$ cat src/hw/tpr_pkg.sv
// shared constants, register map and helpers of the programmable ripple timer
package tpr_pkg;

  localparam int STAGES = 24;
  localparam int SECTION = 8;
  localparam int SECTIONS = 3;
  localparam int ADDR_W = 5;
  localparam int DATA_W = 32;
  localparam int TIME_W = 16;

  // register byte addresses
  localparam logic [ADDR_W-1:0] CTRL_OFS = 5'h00;
  localparam logic [ADDR_W-1:0] STATUS_OFS = 5'h04;
  localparam logic [ADDR_W-1:0] COUNT_OFS = 5'h08;
  localparam logic [ADDR_W-1:0] PWIDTH_OFS = 5'h0c;
  localparam logic [ADDR_W-1:0] OSCHALF_OFS = 5'h10;

  // control register fields
  localparam int CTRL_SET_BIT = 0;
  localparam int CTRL_RESET_BIT = 1;
  localparam int CTRL_SKIP_BIT = 2;
  localparam int CTRL_HOLD_BIT = 3;
  localparam int CTRL_OSCSTOP_BIT = 4;
  localparam int CTRL_PULSE_BIT = 5;
  localparam int CTRL_INTOSC_BIT = 6;
  localparam int CTRL_FEEDBACK_BIT = 7;
  localparam int CTRL_SEL_LSB = 8;
  localparam int CTRL_W = 12;

  // status register fields
  localparam int STAT_OUT_BIT = 0;
  localparam int STAT_TEST_BIT = 1;
  localparam int STAT_LATCH_BIT = 2;

  // values after reset: the timer comes up held in reset
  localparam logic [CTRL_W-1:0] CTRL_RESET_VAL = 12'h002;
  localparam logic [TIME_W-1:0] PWIDTH_RESET_VAL = 16'h0004;
  localparam logic [TIME_W-1:0] OSCHALF_RESET_VAL = 16'h0008;

  localparam logic [4:0] BYPASS_BASE = 5'h00;
  localparam logic [4:0] NORMAL_BASE = 5'h08;

  typedef enum logic {TPR_MONO_IDLE, TPR_MONO_HIGH} tpr_mono_t;

  // bit index of the stage driving the output
  function automatic logic [4:0] tpr_stage_index(input logic skip, input logic [3:0] code);
    return (skip ? BYPASS_BASE : NORMAL_BASE) + {1'b0, code};
  endfunction

endpackage

$ cat src/hw/tpr_core_if.sv
// connection between the timer front end and its counter core
`timescale 1ns/1ps
interface tpr_core_if;
  logic count_edge;
  logic set_in;
  logic reset_in;
  logic skip;
  logic hold;
  logic [3:0] sel;
  logic [tpr_pkg::STAGES-1:0] stages;
  logic level;
  logic latch;
  logic test_mode;

  modport core (
    input count_edge, set_in, reset_in, skip, hold, sel,
    output stages, level, latch, test_mode
  );
  modport ctrl (
    output count_edge, set_in, reset_in, skip, hold, sel,
    input stages, level, latch, test_mode
  );
endinterface

$ cat src/hw/tpr_core.sv
// 24-stage counter with output latch and split test arrangement
`timescale 1ns/1ps
module tpr_core
  import tpr_pkg::*;
(
  input wire logic clock,
  input wire logic reset_n,
  input wire logic clk_en,
  tpr_core_if.core cif
);
  logic [STAGES-1:0] stages_reg;
  logic latch_reg;
  logic [STAGES-1:0] sect_inc;
  logic step;

  assign cif.test_mode = cif.set_in & cif.reset_in & cif.skip;
  assign step = cif.count_edge & ~cif.hold;
  assign cif.stages = stages_reg;
  assign cif.latch = latch_reg;
  assign cif.level = latch_reg | stages_reg[tpr_stage_index(cif.skip, cif.sel)];

  genvar g;
  generate
    for (g = 0; g < SECTIONS; g++)
    begin : g_sect
      assign sect_inc[g*SECTION +: SECTION] = stages_reg[g*SECTION +: SECTION] + 8'h01;
    end
  endgenerate

  always_ff @(posedge clock)
  begin
    if (!reset_n)
      stages_reg <= '0;
    else if (clk_en)
    begin
      if (cif.test_mode)
      begin
        if (step)
          stages_reg <= sect_inc;
      end
      else if (cif.set_in || cif.reset_in)
        stages_reg <= '0;
      else if (step && !latch_reg)
        stages_reg <= stages_reg + 24'h000001;
    end
  end

  // the edge that clears the latch is not counted, as in the ripple original
  always_ff @(posedge clock)
  begin
    if (!reset_n)
      latch_reg <= 1'b0;
    else if (clk_en)
    begin
      if (cif.reset_in)
        latch_reg <= 1'b0;
      else if (cif.set_in)
        latch_reg <= 1'b1;
      else if (step)
        latch_reg <= 1'b0;
    end
  end
endmodule

$ cat src/hw/tpr_top.sv
// programmable ripple timer: avalon-mm registers, clock source, output shaping
//
// The placing of the registers and register access over Avalon-MM were left to the implementer.
`timescale 1ns/1ps
// Functional notes
// - set, reset and bypass all high split counter into three 8-stage sections
// - 255 test edges bring every stage to one and the output high
// - reset high with set low clears all stages and drives output low
// - one serial edge after test load wraps all ones to zeros, output low
// - set drives the output high, or keeps it high
// - while hold is high count edges change nothing
// - after set and hold release the first falling edge drives output low
// - free running output divides count clock by two to the n
// - both drive outputs carry an undivided copy of the count clock
// - reset high at power-up starts output low; release enables counting
// - after reset falls output rises on falling edge number 2^n/2
// - pulse shaping gives fixed-width pulses repeating every 2^n clocks
// - output fed to oscillator stop is driven low by reset, freeing oscillator
// - oscillator stays stopped while reset is high
// - in feedback use output stays low 2^n/2 periods then rises, stopping
// - oscillator stop high stops all count edges for standby
// - set clears stages and forces output high; reset clears and forces low
// - select code picks stage 9 plus code, or 1 plus code with bypass
// - test arrangement only while bypass, set and reset are all high
module tpr_top
  import tpr_pkg::*;
(
  input wire logic clock,
  input wire logic reset_n,
  input wire logic clk_en,
  input wire logic [tpr_pkg::ADDR_W-1:0] avs_address,
  input wire logic avs_read,
  input wire logic avs_write,
  input wire logic [tpr_pkg::DATA_W-1:0] avs_writedata,
  input wire logic [3:0] avs_byteenable,
  output logic [tpr_pkg::DATA_W-1:0] avs_readdata,
  output logic avs_waitrequest,
  input wire logic count_clock_input,
  output logic osc_drive_a,
  output logic osc_drive_b,
  output logic selected_stage_output
);
  import tpr_pkg::*;

  tpr_core_if cif ();

  logic [CTRL_W-1:0] ctrl_reg;
  logic [TIME_W-1:0] pwidth_reg;
  logic [TIME_W-1:0] oschalf_reg;
  logic [DATA_W-1:0] readdata_reg;
  logic waitrequest_reg;
  logic pin_meta_reg;
  logic pin_sync_reg;
  logic src_prev_reg;
  logic osc_level_reg;
  logic [TIME_W-1:0] osc_cnt_reg;
  logic drive_reg;
  logic out_reg;
  logic level_prev_reg;
  tpr_mono_t mono_reg;
  logic [TIME_W-1:0] mono_cnt_reg;
  logic req;
  logic accept;
  logic src_level;
  logic osc_stop_eff;
  logic osc_run;
  logic src_fall;
  logic pulse_en;
  logic [TIME_W-1:0] width_eff;

  // merge write data into a register under the byte enables
  function automatic logic [DATA_W-1:0] be_merge(input logic [DATA_W-1:0] old_val,
                                                 input logic [DATA_W-1:0] new_val,
                                                 input logic [3:0] be);
    logic [DATA_W-1:0] res;
    res = old_val;
    for (int i = 0; i < 4; i++)
    begin
      if (be[i])
        res[i*8 +: 8] = new_val[i*8 +: 8];
    end
    return res;
  endfunction

  // ---------------- bus slave ----------------
  // every access takes one wait cycle: waitrequest drops for exactly one cycle
  assign req = avs_read | avs_write;
  assign accept = req & ~waitrequest_reg;

  always_ff @(posedge clock)
  begin
    if (!reset_n)
      waitrequest_reg <= 1'b1;
    else if (clk_en)
    begin
      if (req && waitrequest_reg)
        waitrequest_reg <= 1'b0;
      else
        waitrequest_reg <= 1'b1;
    end
  end

  always_ff @(posedge clock)
  begin
    if (!reset_n)
      readdata_reg <= '0;
    else if (clk_en)
    begin
      if (avs_read && waitrequest_reg)
      begin
        case (avs_address)
          CTRL_OFS: readdata_reg <= {{(DATA_W-CTRL_W){1'b0}}, ctrl_reg};
          STATUS_OFS: readdata_reg <= {29'h0, cif.latch, cif.test_mode, out_reg};
          COUNT_OFS: readdata_reg <= {8'h00, cif.stages};
          PWIDTH_OFS: readdata_reg <= {16'h0000, pwidth_reg};
          OSCHALF_OFS: readdata_reg <= {16'h0000, oschalf_reg};
          default: readdata_reg <= '0;
        endcase
      end
    end
  end

  always_ff @(posedge clock)
  begin
    if (!reset_n)
      ctrl_reg <= CTRL_RESET_VAL;
    else if (clk_en && accept && avs_write && avs_address == CTRL_OFS)
      ctrl_reg <= CTRL_W'(be_merge({{(DATA_W-CTRL_W){1'b0}}, ctrl_reg}, avs_writedata,
                                   avs_byteenable));
  end

  always_ff @(posedge clock)
  begin
    if (!reset_n)
      pwidth_reg <= PWIDTH_RESET_VAL;
    else if (clk_en && accept && avs_write && avs_address == PWIDTH_OFS)
      pwidth_reg <= TIME_W'(be_merge({16'h0000, pwidth_reg}, avs_writedata, avs_byteenable));
  end

  always_ff @(posedge clock)
  begin
    if (!reset_n)
      oschalf_reg <= OSCHALF_RESET_VAL;
    else if (clk_en && accept && avs_write && avs_address == OSCHALF_OFS)
      oschalf_reg <= TIME_W'(be_merge({16'h0000, oschalf_reg}, avs_writedata, avs_byteenable));
  end

  // ---------------- count clock source ----------------
  always_ff @(posedge clock)
  begin
    if (!reset_n)
    begin
      pin_meta_reg <= 1'b0;
      pin_sync_reg <= 1'b0;
    end
    else if (clk_en)
    begin
      pin_meta_reg <= count_clock_input;
      pin_sync_reg <= pin_meta_reg;
    end
  end

  // the feedback option lets the timed-out output park the oscillator
  assign osc_stop_eff = ctrl_reg[CTRL_OSCSTOP_BIT] |
                        (ctrl_reg[CTRL_FEEDBACK_BIT] & out_reg);
  assign osc_run = ~(osc_stop_eff | ctrl_reg[CTRL_RESET_BIT] | ctrl_reg[CTRL_SET_BIT]);

  // on-chip oscillator stands in for the rc network; it halts high, as the
  // clock input idles in the stopped state, so restarting costs no spurious edge
  always_ff @(posedge clock)
  begin
    if (!reset_n)
    begin
      osc_level_reg <= 1'b1;
      osc_cnt_reg <= '0;
    end
    else if (clk_en)
    begin
      if (!osc_run)
      begin
        osc_level_reg <= 1'b1;
        osc_cnt_reg <= '0;
      end
      else if (osc_cnt_reg + 16'h0001 >= oschalf_reg)
      begin
        osc_level_reg <= ~osc_level_reg;
        osc_cnt_reg <= '0;
      end
      else
        osc_cnt_reg <= osc_cnt_reg + 16'h0001;
    end
  end

  assign src_level = ctrl_reg[CTRL_INTOSC_BIT] ? osc_level_reg : pin_sync_reg;
  // an external clock is also gated by the stop bit
  assign src_fall = src_prev_reg & ~src_level & ~osc_stop_eff;

  always_ff @(posedge clock)
  begin
    if (!reset_n)
    begin
      src_prev_reg <= 1'b0;
      drive_reg <= 1'b0;
    end
    else if (clk_en)
    begin
      src_prev_reg <= src_level;
      drive_reg <= src_level;
    end
  end

  assign osc_drive_a = drive_reg;
  assign osc_drive_b = drive_reg;

  // ---------------- counter core ----------------
  assign cif.count_edge = src_fall;
  assign cif.set_in = ctrl_reg[CTRL_SET_BIT];
  assign cif.reset_in = ctrl_reg[CTRL_RESET_BIT];
  assign cif.skip = ctrl_reg[CTRL_SKIP_BIT];
  assign cif.hold = ctrl_reg[CTRL_HOLD_BIT];
  assign cif.sel = ctrl_reg[CTRL_SEL_LSB +: 4];

  tpr_core u_core (
    .clock(clock),
    .reset_n(reset_n),
    .clk_en(clk_en),
    .cif(cif)
  );

  // ---------------- output shaping ----------------
  assign pulse_en = ctrl_reg[CTRL_PULSE_BIT];
  assign width_eff = (pwidth_reg == '0) ? 16'h0001 : pwidth_reg;

  always_ff @(posedge clock)
  begin
    if (!reset_n)
      level_prev_reg <= 1'b0;
    else if (clk_en)
      level_prev_reg <= cif.level;
  end

  // one pulse per rising decoded level; a rise during a pulse is absorbed
  always_ff @(posedge clock)
  begin
    if (!reset_n)
    begin
      mono_reg <= TPR_MONO_IDLE;
      mono_cnt_reg <= '0;
    end
    else if (clk_en)
    begin
      case (mono_reg)
        TPR_MONO_IDLE:
        begin
          if (pulse_en && cif.level && !level_prev_reg)
          begin
            mono_reg <= TPR_MONO_HIGH;
            mono_cnt_reg <= width_eff;
          end
        end
        TPR_MONO_HIGH:
        begin
          if (!pulse_en || mono_cnt_reg == 16'h0001)
          begin
            mono_reg <= TPR_MONO_IDLE;
            mono_cnt_reg <= '0;
          end
          else
            mono_cnt_reg <= mono_cnt_reg - 16'h0001;
        end
        default:
        begin
          mono_reg <= TPR_MONO_IDLE;
          mono_cnt_reg <= '0;
        end
      endcase
    end
  end

  always_ff @(posedge clock)
  begin
    if (!reset_n)
      out_reg <= 1'b0;
    else if (clk_en)
    begin
      if (!pulse_en)
        out_reg <= cif.level;
      else
        out_reg <= (mono_reg == TPR_MONO_IDLE) ? (cif.level && !level_prev_reg)
                                                : (mono_cnt_reg != 16'h0001);
    end
  end

  assign selected_stage_output = out_reg;
  assign avs_readdata = readdata_reg;
  assign avs_waitrequest = waitrequest_reg;
endmodule

$ cat config.mk
export PLATFORM = sky130hd
export DESIGN_NAME = tpr_top
export DESIGN_NICKNAME = d
export VERILOG_FILES = /design/src/hw/tpr_pkg.sv /design/src/hw/tpr_core_if.sv /design/src/hw/tpr_core.sv /design/src/hw/tpr_top.sv
export SDC_FILE = /design/constraint.sdc
export NUM_CORES = 1
export LEC_CHECK = 0
export ABC_AREA = 1
export BUFFER_PORTS_ARGS = -buffer_cell sky130_fd_sc_hd__buf_2
export CAP_MARGIN = 10
export CORE_MARGIN = 2
export CORE_UTILIZATION = 32
export CTS_CLUSTER_DIAMETER = 200
export CTS_CLUSTER_SIZE = 30
export DETAILED_ROUTE_END_ITERATION = 8
export GPL_TIMING_DRIVEN = 0
export HOLD_SLACK_MARGIN = 0.06
export PLACE_DENSITY_LB_ADDON = 0.05
export SLEW_MARGIN = 20
export SYNTH_ARGS = -nofsm -noshare
export SYNTH_HDL_FRONTEND = slang
export SYNTH_HIERARCHICAL = 1
export SYNTH_SLANG_ARGS = --single-unit
export TNS_END_PERCENT = 50
$ cat constraint.sdc
create_clock -name clock -period 2.1 [get_ports clock]
set_input_delay 0.42 -clock clock [delete_from_list [all_inputs] [get_ports clock]]
set_output_delay 0.42 -clock clock [all_outputs]
set_load 0.02 [all_outputs]
==> results.ini <==
[power_and_ir_drop]
ir_drop_uv = 452.2
p_per_area_nw_per_um2 = 577.2
p_leak_nw = 4.137
finalPower_mw = 5.842

[sta]
max_slew.worst_pin.slew_ns = 0.7911
hold_viol_final = 0
slew_headroom = 0.4726
fin_crit_sh = 1.111
setup-violations-final = 32
rsz0062_at_grt = true
slew_viol_final = 0
clock.fmax_mhz = 428.8
clock_skew_ns = 0.01478
worst_slack_ns = -0.2323
min_period_ns = 2.332

[yosys]
ys_seq_area_frac = 0.3306
synth_seq_cells = 133
synthFlopType = dfxtp_1
syn_area_um2 = 8053
netlist_instances = 1213
synth_edf_count = 0
yosysWarnings = 6
synth_area_per_cell_um2 = 6.639
synthDistinctLibCells = 46
async_flop_share = 0

[worst_setup_path]
cp.required_ns = 2.44
worstPathMaxFanout = 5
path_class = reg2reg
start_kind = flip-flop
path_delay_family = simple AND/OR/NAND/NOR gates
r2r-start = osc_cnt_reg[0]$_SDFFE_PN0P_
r2r-end = osc_cnt_reg[9]$_SDFFE_PN0P_
arrival_ns = 2.67
max_stage_delay_ns = 0.40
crit_buf_inv = 2
slowest_stage = dfxtp_4
endpoint_kind = flip-flop
path_cells = ha_4, nand2_4, nor2_4, nand2_4, buf_6, o21ai_4, and2_4, ha_4, nand4_1, a21oi_2, nor2_4, buf_6, nand3_1, a21oi_1
reg2regPathDepth = 14
r2r_slack_ns = -0.23

[floorplan]
rows = 58
start_util = 0.3226
die_w_um = 162.6
die_area_um2 = 26450
design.core.area_um2 = 24960
io_pins = 83
dieHeight_um = 162.6

[route]
ant_nets = 0
viasPerCell = 4.880
drt_iter0_drc = 480
remaining_drc_errors = 0
dr.pass1.iters = 5
vias = 8126
wirelength_mm = 29.22
wire_per_inst_um = 17.55

[status]
violations = setup timing
status = finished with violations

[layout]
fillCellCount = 2733
final_area_um2 = 10120
utilization = 0.4055
n_antenna_cell = 0
layout-drive-gt1-share = 0.2360
fin_nets = 1396
area_delta_synth_final_pct = 25.70

[clock_tree]
clk_pin_slew_ns = 0.06
postCtsHoldBufs = 0
clk_latency_ns = 0.43
root_buffer = clkbuf_16
clk_path_buf_depth = 2
cts_tree = done
cts_max_level = 4
numClockSinks = 133
cts_buffers = 17

[global_routing]
grt_max_degree = 17
first_global_vias = 7997
grt_pass1_wl_mm = 45.44
grt-ovfl-total = 0
antenna_found_initial = 0
track_usage = 0.2259

[hold_path]
holdPathStages = 3
whs_endpoint = ctrl_reg[1]$_SDFFE_PN1P_
min_from = avs_writedata[1]
hp-class = in2reg

[run]
maxCapViolCount = 0

[place]
portBuffers = 56
hpwlAfterDp_mm = 22.19
gp_congestion = 0.8786
dpl_cell_area_um2 = 8791

[layer usage]
metal	GRT usage	up-vias	wire length [um]
li1	-	4189	-
met1	0.2790	3782	12880
met2	0.4064	116	14700
met3	0.03107	39	884
met4	0.07039	0	754
met5	0	-	0
[placed cells by master, fill, tap and decap left out, drive strengths merged]
master	count
nand3	89
o21bai	3
buf	122
xnor2	4
and2	2
nand3b	2
o21a	1
or2	2
nand4	19
a31oi	1
and3	1
o21ai	124
xor2	12
dfxtp	133
bufinv	1
nand2	281
inv	148
o22ai	9
o211ai	9
conb	8
nor2	138
a21oi	140
o221ai	4
clkbuf	41
clkinv	5
nor3	10
clkinvlp	3
ha	23
[worst max path at each step]
stage | cells past startpoint | slack (ns) | startpoint | end
global placement | 17 | -0.67 | ctrl_reg[9]$_SDFFE_PN0P_ | mono_cnt_reg[0]$_SDFFE_PN0P_
floorplan | 14 | 0.004 | osc_cnt_reg[0]$_SDFFE_PN0P_ | osc_cnt_reg[11]$_SDFFE_PN0P_
finish | 14 | -0.23 | osc_cnt_reg[0]$_SDFFE_PN0P_ | osc_cnt_reg[9]$_SDFFE_PN0P_
detailed placement | 17 | -0.65 | ctrl_reg[9]$_SDFFE_PN0P_ | mono_cnt_reg[0]$_SDFFE_PN0P_
global route | 17 | -0.39 | ctrl_reg[8]$_SDFFE_PN0P_ | mono_cnt_reg[7]$_SDFFE_PN0P_
CTS | 15 | -0.20 | osc_cnt_reg[0]$_SDFFE_PN0P_ | osc_level_reg$_SDFFE_PN1P_
[cell usage after synthesis, types with 2 or more instances]
library cell / number / area, um2
nor2_2: 9 / 56.30
nand2_1: 269 / 1010
o21ai_1: 34 / 170.2
nand4_1: 18 / 112.6
a21oi_2: 2 / 17.52
o21ai_2: 3 / 26.28
nand3_2: 5 / 50.05
o211ai_1: 9 / 67.56
inv_1: 138 / 518.0
o22ai_1: 9 / 56.30
buf_6: 8 / 90.09
o21ai_0: 87 / 435.4
nor3_2: 3 / 30.03
o221ai_2: 2 / 30.03
nand3b_1: 2 / 15.01
buf_2: 10 / 50.05
nand3_1: 80 / 400.4
xnor2_1: 4 / 35.03
nand2_4: 2 / 22.52
clkbuf_1: 18 / 67.56
nor2_8: 4 / 80.08
nor3_1: 7 / 35.03
dfxtp_1: 133 / 2663
a21oi_1: 138 / 690.7
xor2_1: 12 / 105.1
nand2_2: 10 / 62.56
o21bai_1: 3 / 22.52
nor2_1: 118 / 442.9
inv_2: 12 / 45.04
clkinv_1: 2 / 7.510
buf_4: 15 / 112.6
nand3_4: 4 / 70.07
o221ai_1: 2 / 17.52
nor2_4: 7 / 78.83
ha_1: 23 / 287.8
[worst min-delay path: stages]
cell	delay, ns
buf_2	0.12
nand2_1	0.06
nand3_1	0.06
[report_power, final]
group          internal, mW  leakage, nW  switching [mW]  total, mW
Clock                  1.69        0.261            1.14       2.83
Sequential             2.55         1.09          0.0364       2.58
Combinational         0.135         2.79           0.295      0.430
[area by class of cell]
cell class | instances | area, um2 | area share
Multi-Input combinational cell | 882 | 4990 | 0.4930
Inverter | 152 | 578.1 | 0.05711
Clock buffer | 23 | 478.0 | 0.04722
Tap cell | 330 | 412.9 | 0.04079
Clock inverter | 5 | 52.55 | 0.005192
Sequential cell | 133 | 2698 | 0.2665
Timing Repair Buffer | 88 | 560.5 | 0.05538
Buffer | 52 | 352.8 | 0.03486
[what timing repair did]
| action | in CTS | in global routing |
|---|---|---|
| setup buffers | 18 | 11 |
| pin swaps | 22 | 46 |
| hold endpoints to repair | 0 | 0 |
| endpoints found under the setup margin | 47 | 49 |
| resized for setup | 59 | 92 |
| cloned | 2 | 1 |
[kinds of logic (layout without fill, tap and decap cells)]
family,Yosys count,in the layout,share of synthesized area
other,1,8,0.0004657
and+or+nand+nor,544,544,0.3118
DFF,133,133,0.3306
xor gates and xnor gates,16,16,0.01740
AOI/OAI and AO/OA,291,291,0.1922
buffers and inverters,205,320,0.1117
adders and majority gates,23,23,0.03574
[per-stage QoR]
| step | setup WS, ns | setup TNS, ns | instances | hold WS (ns) |
|---|---|---|---|---|
| after global placement | -0.6738 | -16.28 | 1606 | 0.4447 |
| after detailed placement | -0.6503 | -15.51 | 1606 | 0.4508 |
| final | -0.2323 | -5.590 | 1665 | 0.2780 |
| after CTS | -0.2038 | -5.045 | 1653 | 0.2554 |
| after global routing | -0.3887 | -10.78 | 1665 | 0.2652 |
| after floorplan | 0.003732 | 0 | 1220 | 0.4289 |
Power figures use the tool's default switching activity.
